### config.mk
export PLATFORM = sky130hd
export DESIGN_NAME = core_special_registers
export DESIGN_NICKNAME = d
export VERILOG_FILES = /design/src/verilog/core_sfr_pkg.sv /design/src/verilog/core_special_registers.sv /design/src/verilog/port_dir_bits.sv /design/src/verilog/data_bank_map.sv
export VERILOG_INCLUDE_DIRS = /design/src /design/src/verilog
export SDC_FILE = /design/constraint.sdc
export NUM_CORES = 1
export LEC_CHECK = 0
export ABC_AREA = 1
export BUFFER_PORTS_ARGS = -buffer_cell sky130_fd_sc_hd__buf_2
export CORE_UTILIZATION = 50
export CTS_CLUSTER_DIAMETER = 200
export DETAILED_ROUTE_END_ITERATION = 8
export PLACE_DENSITY = 0.74
export SETUP_SLACK_MARGIN = 0.2
export SYNTH_ARGS = -nofsm -noshare
export SYNTH_HDL_FRONTEND = slang
export SYNTH_SLANG_ARGS = --single-unit
### constraint.sdc
create_clock -name clk_i -period 1.5 [get_ports clk_i]
set_input_delay 0.3 -clock clk_i [delete_from_list [all_inputs] [get_ports clk_i]]
set_output_delay 0.3 -clock clk_i [all_outputs]
set_load 0.05 [all_outputs]
### src/verilog/core_sfr_defs.svh
// constants for the core special-function register block
// Notes on behaviour
// pc low write replaces low byte only
// pc low write inserts one dummy cycle
// direct data accesses always hit bank zero
// first pointer window always reaches bank zero
// second pointer window uses data bank field
// special registers decode the same in every bank
// resets zero bank, except idle watchdog reset
// small variant: prog bit5, data bits1:0
// large variant: prog bits6:5, data bits2:0
// unimplemented bank bits read zero, ignore writes
// status writes change arithmetic flags only
// watchdog flag: clear power/clrwdt/halt, set timeout
// halt flag: clear power/clrwdt, set halt
// overflow flag is carry-in xor carry-out of msb
// null flag set when result is zero
// half flag from low-nibble carry/no-borrow
// carry from add carry/no-borrow, rotates too
// status bits 7:6 read zero, 5:4 read-only
// status never stacked on call or interrupt
// direction bit one is input, zero output
// port bits settable singly, direction changeable anytime
`ifndef CORE_SFR_DEFS_SVH
`define CORE_SFR_DEFS_SVH
// apb byte addresses
`define ADDR_PC_LOW      12'h000
`define ADDR_BANK_SEL    12'h004
`define ADDR_FLAGS       12'h008
`define ADDR_PORT_A_DATA 12'h00c
`define ADDR_PORT_A_DIR  12'h010
`define ADDR_PORT_B_DATA 12'h014
`define ADDR_PORT_B_DIR  12'h018
`define ADDR_BIT_OP      12'h01c
`define ADDR_MEM_MAP     12'h020
`define ADDR_PC_FULL     12'h024
// special-register area below this data address
`define SFR_LIMIT        8'h80
// bank select fields
`define BS_PROG_LSB      5
`define BS_DATA_LSB      0
// status fields
`define ST_WDT_BIT       5
`define ST_HALT_BIT      4
`define ST_OV_BIT        3
`define ST_Z_BIT         2
`define ST_AC_BIT        1
`define ST_C_BIT         0
`define ST_ARITH_MASK    8'h0f
// bit operation word: [9] target dir, [8] port b, [4] set, [2:0] index
`define BOP_DIR_BIT      9
`define BOP_PORTB_BIT    8
`define BOP_SET_BIT      4
// direction reset: all inputs
`define DIR_RESET        8'hff
`define DUMMY_CYCLES     2'h1
`endif

### src/verilog/core_sfr_pkg.sv
// types for the core special-function register block
package core_sfr_pkg;
   // system and instruction event strobes
   typedef struct packed {
      logic power_up;
      logic clear_watchdog_instr;
      logic halt_instr;
      logic watchdog_timeout;
      logic wdt_reset;
      logic in_idle;
   } sys_event_type;
   // alu result for flag update
   typedef struct packed {
      logic       valid;
      logic [7:0] a;
      logic [7:0] b;
      logic       sub;
      logic       logic_op;
      logic [7:0] result;
      logic       rotate;
      logic       rot_carry;
   } alu_update_type;
   // data memory access request
   typedef struct packed {
      logic       valid;
      logic       indirect;
      logic       second_ptr;
      logic [7:0] addr;
   } mem_req_type;
   typedef enum logic [1:0] {PC_RUN, PC_DUMMY} pc_state_type;
endpackage

### src/verilog/core_special_registers.sv
// core special registers: pc low, bank select, status, ports, apb slave
//
// Local design decisions: the APB interface to the registers and the address map.
`timescale 1ns/100ps
`include "core_sfr_defs.svh"
module core_special_registers
   import core_sfr_pkg::*;
#(
   parameter bit LARGE  = 1'b1,
   parameter int PC_W   = 13
) (
   input  wire logic             clk_i,
   input  wire logic             nrst_i,
   // apb slave
   input  wire logic             psel_i,
   input  wire logic             penable_i,
   input  wire logic             pwrite_i,
   input  wire logic [11:0]      paddr_i,
   input  wire logic [31:0]      pwdata_i,
   output logic      [31:0]      prdata_o,
   output logic                  pready_o,
   output logic                  pslverr_o,
   // core side
   input  wire sys_event_type    evt_i,
   input  wire alu_update_type   alu_i,
   input  wire mem_req_type      mem_req_i,
   input  wire logic             pc_step_i,
   output logic      [PC_W-1:0]  pc_o,
   output logic                  dummy_cycle_o,
   output logic      [2:0]       mem_bank_o,
   output logic                  mem_sfr_o,
   output logic      [1:0]       prog_bank_o,
   output logic      [7:0]       flags_o,
   output logic      [7:0]       port_a_out_o,
   output logic      [7:0]       port_a_oe_o,
   output logic      [7:0]       port_b_out_o,
   output logic      [7:0]       port_b_oe_o
);
   localparam int DBW = LARGE ? 3 : 2; // data bank width
   localparam int PBW = LARGE ? 2 : 1; // program bank width

   // apb decode
   logic        acc;       // access phase
   logic        wr;        // write takes effect
   logic        hit;       // mapped address
   logic [31:0] rdata;     // read mux
   assign acc = psel_i && penable_i;
   assign wr  = acc && pwrite_i;

   // register state
   logic [PC_W-1:0]  pc_q;        // program counter
   pc_state_type     pc_state_q;  // dummy-cycle sequencer
   logic [DBW-1:0]   dbank_q;     // data bank field
   logic [PBW-1:0]   pbank_q;     // program bank field
   logic [5:0]       status_q;    // status bits 5:0
   logic [7:0]       bank_rd;     // bank register read view
   logic [7:0]       a_data, a_dir, a_oe, b_data, b_dir, b_oe;
   logic [DBW-1:0]   map_bank;
   logic             map_sfr;
   logic             bop;         // single bit operation write

   // pc: full step, or low byte replaced on write
   always_ff @(posedge clk_i or negedge nrst_i) begin
      if (!nrst_i) begin
         pc_q <= '0;
      end else if (wr && paddr_i == `ADDR_PC_LOW) begin
         pc_q <= {pc_q[PC_W-1:8], pwdata_i[7:0]};
      end else if (pc_step_i && pc_state_q == PC_RUN) begin
         pc_q <= pc_q + 1'b1;
      end
   end

   // dummy cycle after a jump through pc low
   always_ff @(posedge clk_i or negedge nrst_i) begin
      if (!nrst_i) begin
         pc_state_q <= PC_RUN;
      end else begin
         case (pc_state_q)
            PC_RUN: begin
               if (wr && paddr_i == `ADDR_PC_LOW) begin
                  pc_state_q <= PC_DUMMY;
               end
            end
            PC_DUMMY: begin
               pc_state_q <= PC_RUN; // one cycle only
            end
            default: begin
               pc_state_q <= PC_RUN;
            end
         endcase
      end
   end

   // bank select; idle watchdog reset keeps it
   always_ff @(posedge clk_i or negedge nrst_i) begin
      if (!nrst_i) begin
         dbank_q <= '0;
         pbank_q <= '0;
      end else if (evt_i.power_up || (evt_i.wdt_reset && !evt_i.in_idle)) begin
         dbank_q <= '0;
         pbank_q <= '0;
      end else if (evt_i.wdt_reset) begin
         dbank_q <= dbank_q;
      end else if (wr && paddr_i == `ADDR_BANK_SEL) begin
         dbank_q <= pwdata_i[`BS_DATA_LSB +: DBW];
         pbank_q <= pwdata_i[`BS_PROG_LSB +: PBW];
      end
   end

   // only implemented bits show
   always_comb begin
      bank_rd = '0;
      bank_rd[`BS_DATA_LSB +: DBW] = dbank_q;
      bank_rd[`BS_PROG_LSB +: PBW] = pbank_q;
   end

   // system flags: set wins over clear
   always_ff @(posedge clk_i or negedge nrst_i) begin
      if (!nrst_i) begin
         status_q[`ST_WDT_BIT]  <= 1'b0;
         status_q[`ST_HALT_BIT] <= 1'b0;
      end else begin
         if (evt_i.watchdog_timeout) begin
            status_q[`ST_WDT_BIT] <= 1'b1;
         end else if (evt_i.power_up || evt_i.clear_watchdog_instr || evt_i.halt_instr) begin
            status_q[`ST_WDT_BIT] <= 1'b0;
         end
         if (evt_i.halt_instr) begin
            status_q[`ST_HALT_BIT] <= 1'b1;
         end else if (evt_i.power_up || evt_i.clear_watchdog_instr) begin
            status_q[`ST_HALT_BIT] <= 1'b0;
         end
      end
   end

   // arithmetic flags: alu result, or software write of bits 3:0
   logic [8:0] sum9;   // full result with carry
   logic [4:0] sum5;   // low nibble result
   logic [7:0] sum7;   // carry into msb
   logic [7:0] bop_b;  // subtract uses inverted operand
   always_comb begin
      bop_b = alu_i.sub ? ~alu_i.b : alu_i.b;
      sum9  = {1'b0, alu_i.a} + {1'b0, bop_b} + {8'h00, alu_i.sub};
      sum5  = {1'b0, alu_i.a[3:0]} + {1'b0, bop_b[3:0]} + {4'h0, alu_i.sub};
      sum7  = {1'b0, alu_i.a[6:0]} + {1'b0, bop_b[6:0]} + {7'h00, alu_i.sub};
   end
   always_ff @(posedge clk_i or negedge nrst_i) begin
      if (!nrst_i) begin
         status_q[3:0] <= '0;
      end else if (wr && paddr_i == `ADDR_FLAGS) begin
         status_q[3:0] <= 4'(pwdata_i[7:0] & `ST_ARITH_MASK);
      end else if (alu_i.valid) begin
         status_q[`ST_Z_BIT] <= (alu_i.result == 8'h00);
         if (alu_i.rotate) begin
            status_q[`ST_C_BIT] <= alu_i.rot_carry;
         end else if (!alu_i.logic_op) begin
            status_q[`ST_OV_BIT] <= sum7[7] ^ sum9[8];
            status_q[`ST_AC_BIT] <= sum5[4];
            status_q[`ST_C_BIT]  <= sum9[8];
         end
      end
   end

   // single-bit operation decode
   assign bop = wr && paddr_i == `ADDR_BIT_OP;

   // the two ports
   port_dir_bits #(.WIDTH(8)) u_port_a (
      .clk_i     (clk_i),
      .nrst_i    (nrst_i),
      .wr_data_i (wr && paddr_i == `ADDR_PORT_A_DATA),
      .wr_dir_i  (wr && paddr_i == `ADDR_PORT_A_DIR),
      .wdata_i   (pwdata_i[7:0]),
      .bit_op_i  (bop && !pwdata_i[`BOP_PORTB_BIT]),
      .bit_dir_i (pwdata_i[`BOP_DIR_BIT]),
      .bit_set_i (pwdata_i[`BOP_SET_BIT]),
      .bit_idx_i (pwdata_i[2:0]),
      .data_o    (a_data),
      .dir_o     (a_dir),
      .oe_o      (a_oe)
   );
   port_dir_bits #(.WIDTH(8)) u_port_b (
      .clk_i     (clk_i),
      .nrst_i    (nrst_i),
      .wr_data_i (wr && paddr_i == `ADDR_PORT_B_DATA),
      .wr_dir_i  (wr && paddr_i == `ADDR_PORT_B_DIR),
      .wdata_i   (pwdata_i[7:0]),
      .bit_op_i  (bop && pwdata_i[`BOP_PORTB_BIT]),
      .bit_dir_i (pwdata_i[`BOP_DIR_BIT]),
      .bit_set_i (pwdata_i[`BOP_SET_BIT]),
      .bit_idx_i (pwdata_i[2:0]),
      .data_o    (b_data),
      .dir_o     (b_dir),
      .oe_o      (b_oe)
   );

   // bank mapping
   data_bank_map #(.DBW(DBW)) u_map (
      .data_bank_i (dbank_q),
      .req_i       (mem_req_i),
      .bank_o      (map_bank),
      .sfr_o       (map_sfr)
   );

   // read mux; bits 7:6 of status read zero
   always_comb begin
      hit   = 1'b1;
      rdata = '0;
      case (paddr_i)
         `ADDR_PC_LOW:      rdata = {24'h000000, pc_q[7:0]};
         `ADDR_BANK_SEL:    rdata = {24'h000000, bank_rd};
         `ADDR_FLAGS:       rdata = {26'h0000000, status_q};
         `ADDR_PORT_A_DATA: rdata = {24'h000000, a_data};
         `ADDR_PORT_A_DIR:  rdata = {24'h000000, a_dir};
         `ADDR_PORT_B_DATA: rdata = {24'h000000, b_data};
         `ADDR_PORT_B_DIR:  rdata = {24'h000000, b_dir};
         `ADDR_BIT_OP:      rdata = '0;
         `ADDR_MEM_MAP:     rdata = {28'h0000000, map_sfr, 3'(map_bank)};
         `ADDR_PC_FULL:     rdata = 32'(pc_q);
         default:           hit   = 1'b0;
      endcase
   end

   // apb answer: no wait states, pready registered
   always_ff @(posedge clk_i or negedge nrst_i) begin
      if (!nrst_i) begin
         pready_o  <= 1'b0;
         prdata_o  <= '0;
         pslverr_o <= 1'b0;
      end else if (psel_i && !penable_i) begin
         pready_o  <= 1'b1;
         prdata_o  <= pwrite_i ? 32'h00000000 : rdata;
         pslverr_o <= !hit;
      end else begin
         pready_o  <= 1'b0;
         pslverr_o <= 1'b0;
      end
   end

   // registered core outputs; status not stacked, core reads it
   always_ff @(posedge clk_i or negedge nrst_i) begin
      if (!nrst_i) begin
         pc_o          <= '0;
         dummy_cycle_o <= 1'b0;
         mem_bank_o    <= '0;
         mem_sfr_o     <= 1'b0;
         prog_bank_o   <= '0;
         flags_o       <= '0;
         port_a_out_o  <= '0;
         port_a_oe_o   <= '0;
         port_b_out_o  <= '0;
         port_b_oe_o   <= '0;
      end else begin
         pc_o          <= pc_q;
         dummy_cycle_o <= (pc_state_q == PC_DUMMY);
         mem_bank_o    <= 3'(map_bank);
         mem_sfr_o     <= map_sfr;
         prog_bank_o   <= 2'(pbank_q);
         flags_o       <= {2'b00, status_q};
         port_a_out_o  <= a_data;
         port_a_oe_o   <= a_oe;
         port_b_out_o  <= b_data;
         port_b_oe_o   <= b_oe;
      end
   end
endmodule

### src/verilog/port_dir_bits.sv
// one i/o port: data and direction with single-bit operations
`timescale 1ns/100ps
`include "core_sfr_defs.svh"
module port_dir_bits
   import core_sfr_pkg::*;
#(
   parameter int WIDTH = 8
) (
   input  wire logic             clk_i,
   input  wire logic             nrst_i,
   input  wire logic             wr_data_i,
   input  wire logic             wr_dir_i,
   input  wire logic [WIDTH-1:0] wdata_i,
   input  wire logic             bit_op_i,
   input  wire logic             bit_dir_i,
   input  wire logic             bit_set_i,
   input  wire logic [2:0]       bit_idx_i,
   output logic      [WIDTH-1:0] data_o,
   output logic      [WIDTH-1:0] dir_o,
   output logic      [WIDTH-1:0] oe_o
);
   // output latch
   always_ff @(posedge clk_i or negedge nrst_i) begin
      if (!nrst_i) begin
         data_o <= '0;
      end else if (wr_data_i) begin
         data_o <= wdata_i;
      end else if (bit_op_i && !bit_dir_i) begin
         data_o[bit_idx_i] <= bit_set_i;
      end
   end
   // direction latch, changeable at any time
   always_ff @(posedge clk_i or negedge nrst_i) begin
      if (!nrst_i) begin
         dir_o <= `DIR_RESET;
      end else if (wr_dir_i) begin
         dir_o <= wdata_i;
      end else if (bit_op_i && bit_dir_i) begin
         dir_o[bit_idx_i] <= bit_set_i;
      end
   end
   // one is input, zero drives
   assign oe_o = ~dir_o;
endmodule

### src/verilog/data_bank_map.sv
// data memory bank mapping for direct and indirect accesses
`timescale 1ns/100ps
`include "core_sfr_defs.svh"
module data_bank_map
   import core_sfr_pkg::*;
#(
   parameter int DBW = 3
) (
   input  wire logic [DBW-1:0] data_bank_i,
   input  wire mem_req_type    req_i,
   output logic      [DBW-1:0] bank_o,
   output logic                sfr_o
);
   // special area ignores bank entirely
   assign sfr_o = req_i.valid && (req_i.addr < `SFR_LIMIT);
   // only second pointer window follows the bank field
   always_comb begin
      if (req_i.indirect && req_i.second_ptr && !sfr_o) begin
         bank_o = data_bank_i;
      end else begin
         bank_o = '0;
      end
   end
endmodule

==> impl_results.md <==
- Hold_ws: just under 0.07 ns
- Total GRT Usage: a little over a quarter
- Starting Density: around 52%
- Hold WC Path Type: in -> reg
- Mux share of post-synthesis cell area: 0%
- Skew final: 0.008429 ns
- # diodes: 0
- Worst-margin pin slew: 0.5497 ns
- DR DRC count: 0
- Post-layout min period: about 1.4 ns
- Clk sinks: 130
- Rel. slew slack: 63.32%
- VDD IR-drop max: between 0.9 and 1 mV
- Main combinational cell family by area after synthesis: simple AND/OR/NAND/NOR gates
- Mapped cell area: just under 7000 um^2
- Area of placed instances: slightly above 8000 um^2
- DR WL/cell: 15.99 um
- Finished Cell Area: between 9000 and 10000 um^2
- Main area contributors after synthesis: dfrtp_1 42%, nand2_1 14%, dfstp_2 6.3%
- Worst Path Required: around 1.9 ns
- Worst endpoint data arrival time: 1.80 ns
- Status: finished, final reports clean
- Setup CP Type: reg -> reg
- Clk_lat worst skew: between 0.4 and 0.5 ns
- Crit start category: register
- Max Freq: 694.1 MHz
- Die area: approximately 14000 um^2
- Area growth syn-to-layout: 45.75%
- Vias in the first global route: roughly 5900
- Unrepaired setup endpoints after global routing: yes
- Compound-Gate Fraction of Synth Area: between 6 and 7%
- Routed Antenna Nets: 0
- First-pass GRT wire length: around 30000 um
- Final period util: between 90% and 100%
- Via count: roughly 6500
- Post-Synth Simple-Gate Area: 30.80%
- Maxcap violations: 0
- Crit. End Element: register
- GP Congestion: around 0.9
- CTS tree: done
- Die width: around 120 um
- Number of port buffers: roughly 140
- Nets: between 1000 and 1500
- Clk buf depth: 2
- DRT Pass-1 Iters: 5
- Switching portion of total power: a little under a third
- Comb pwr share: 19.9%
- Design Power: between 10 and 15 mW
- Post-synthesis xor/xnor area fraction: 2.085%
- Clock power frac: between 40% and 50%
- Setup violators final: 0
- Chip Height: around 120 um
- Worst-path clk slew: ~0.060 ns
- Share of layout cells above drive strength 1: a little over a third
- Initial antenna violation count: 0
- Vias per std cell: ~5.2
- #FFs+latches synth: 130
- Slew Limit Fails: 0
- Synth warn: 0
- Final wirelength: approximately 20000 um
- Hold Vio Cnt, Final: 0
- Io pins: between 150 and 200
- PwrDens: between 1000 and 1500 nW/um^2
- Final HPWL DP: ~13000 um
- H-Tree Depth: 4
- Synth cell types: 40
- FP Rows: 41
- Post-Synthesis Cells: slightly above 800
- Mean Syn Cell Area: 8.156 um^2
- Int Power: roughly 7.0 mW
- Post-synthesis sequential area ratio: between 40% and 50%
- Initial DRC count: between 500 and 600
- Leak pwr: ~5.0 nW
- P_sw: slightly above 3 mW
- GRT overflow: 0
- CTS Root Cell: clkbuf_16
- Sequential Power Share: 39.3%
- Post-synthesis adder-cell area fraction: between 1 and 1.5%
- Num CTS Buffers: 17
- Largest net degree at the start of global routing: 57
- Worst Path Max Fanout: 4
- Cell taking the most area after synthesis: dfrtp_1
- Synth top area share: 42.45%
- Core area: 12880 um^2
==> routing by layer <==
metal	wire, um	GRT usage (%)
met1	8065	35.56
met5	0	0
met2	10130	44.34
met4	446	10.50
met3	1409	6.250
==> logic make-up (layout without fill, tap and decap cells) <==
kind of cell / Yosys count / count (layout)
flip-flops: 130 / 130
AO/OA/AOI/OAI: 74 / 78
adder cells (fa/ha/maj): 8 / 8
other: 1 / 21
AND/OR/NAND/NOR: 448 / 449
XOR/XNOR: 16 / 16
buffers and inverters: 147 / 380
==> power groups by stage <==
stage | Clock (mW) | Combinational (mW) | Sequential [mW]
floorplan | 0 | 0.630 | 4.37
global route | 4.30 | 2.12 | 3.97
global placement | 0 | 1.56 | 3.97
detailed placement | 0 | 1.58 | 3.97
finish | 4.10 | 2.00 | 3.95
CTS | 4.15 | 1.75 | 3.93
==> critical path, stage by stage, from the launching register on <==
cell and delay (ns):
dfrtp_1 0.38, ha_2 0.21, nand3_2 0.10, nor2_4 0.11
nand4_1 0.21, nor2_1 0.20, xor2_1 0.15
==> synth_stat cells <==
cell,count
nand2_1,254
dfrtp_1,114
inv_1,96
nand3_1,81
nor2_1,46
o21ai_0,39
buf_4,25
nand4_1,18
dfstp_2,16
xor2_1,14
inv_2,12
a21oi_1,9
nor2_4,9
nor3_1,9
o21ai_1,9
buf_2,8
ha_1,8
nor2_2,8
nand2_2,7
o21ai_4,5
clkbuf_1,4
nand3_2,4
o22ai_1,4
nor4_1,3
o221ai_1,3
nand3_4,2
nand3b_1,2
nand4_4,2
xnor2_1,2
a21boi_4,1
a31o_2,1
a31oi_1,1
buf_6,1
conb_1,1
inv_4,1
nand2_4,1
nand4_2,1
nor3_2,1
o21ai_2,1
o21bai_1,1
==> flip-flops by register name, indices dropped and copies added, names as in the netlist <==
name	count
pc_q	13
port_a_out_o	8
dbank_q	3
port_b_out_o	8
pc_o	13
u_port_b.dir_o	8
pbank_q	2
port_a_oe_o	8
u_port_b.data_o	8
mem_bank_o	3
prdata_o	13
status_q	6
prog_bank_o	2
flags_o	6
dummy_cycle_o	1
port_b_oe_o	8
pslverr_o	1
pready_o	1
u_port_a.data_o	8
u_port_a.dir_o	8
pc_state_q	1
mem_sfr_o	1
==> metrics by stage <==
| stage | utilization, % | std cells | TNS, ns | setup slack (ns) |
|---|---|---|---|---|
| 3_3_place_gp | 63.69 | 1192 | -10.11 | -0.2749 |
| 4_1_cts | 71.52 | 1235 | 0 | 0.06367 |
| 3_5_place_dp | 63.69 | 1192 | -11.73 | -0.3247 |
| 6_report | 76.07 | 1254 | 0 | 0.05923 |
| 5_1_grt | 76.07 | 1254 | -0.1177 | -0.05957 |
| 2_1_floorplan | - | 844 | -0.3765 | -0.1863 |
==> cells in the final DEF, fill, tap and decap left out, types with 9 or more instances in the layout <==
master,count
inv_2,12
buf_4,104
nand4_1,18
o21ai_1,19
nand3_2,9
conb_1,21
dfrtp_1,114
o21ai_4,9
o21ai_0,27
nor2_1,36
dfstp_2,16
inv_1,94
buf_12,9
buf_2,59
buf_6,65
nand3_1,70
xor2_1,13
clkbuf_16,17
nand2_1,244
nor2_4,20
==> worst paths after layout <==
path	slack [ns]	to	from	cells past startpoint
setup / recovery	0.06	pc_q[12]$_DFFE_PN0P_	pc_q[1]$_DFFE_PN0P_	6
hold / removal	0.07	status_q[5]$_DFFE_PN0P_	evt_i[2]	2
setup reg to reg	0.06	pc_q[12]$_DFFE_PN0P_	pc_q[1]$_DFFE_PN0P_	6
hold reg to reg	0.38	prog_bank_o[1]$_DFF_PN0_	pbank_q[1]$_DFFE_PN0P_	0
max in group asynchronous	0.63	u_port_b.dir_o[0]$_DFFE_PN1P_	nrst_i	3
min in group asynchronous	0.40	prdata_o[0]$_DFFE_PN0P_	nrst_i	3
==> layout make-up <==
type	count	area, um^2
multi-input cells	572	3278
repair buffers	239	2013
well taps	172	215.2
clock inverters	11	130.1
clock buffers	21	460.4
inverters	109	424.2
flip-flops and latches	130	3273
fillers	879	3082
==> timing repair <==
action | 4_1_cts | 5_1_grt
setup endpoints to repair | 93 | 85
hold buffers | 1 | 0
setup buffers | 10 | 14
gates cloned | 0 | 5
resized for setup | 114 | 100
pin swaps | 16 | 85
endpoints found under the hold margin | 114 | 0
Note: power is estimated with default switching activity, not from simulation.
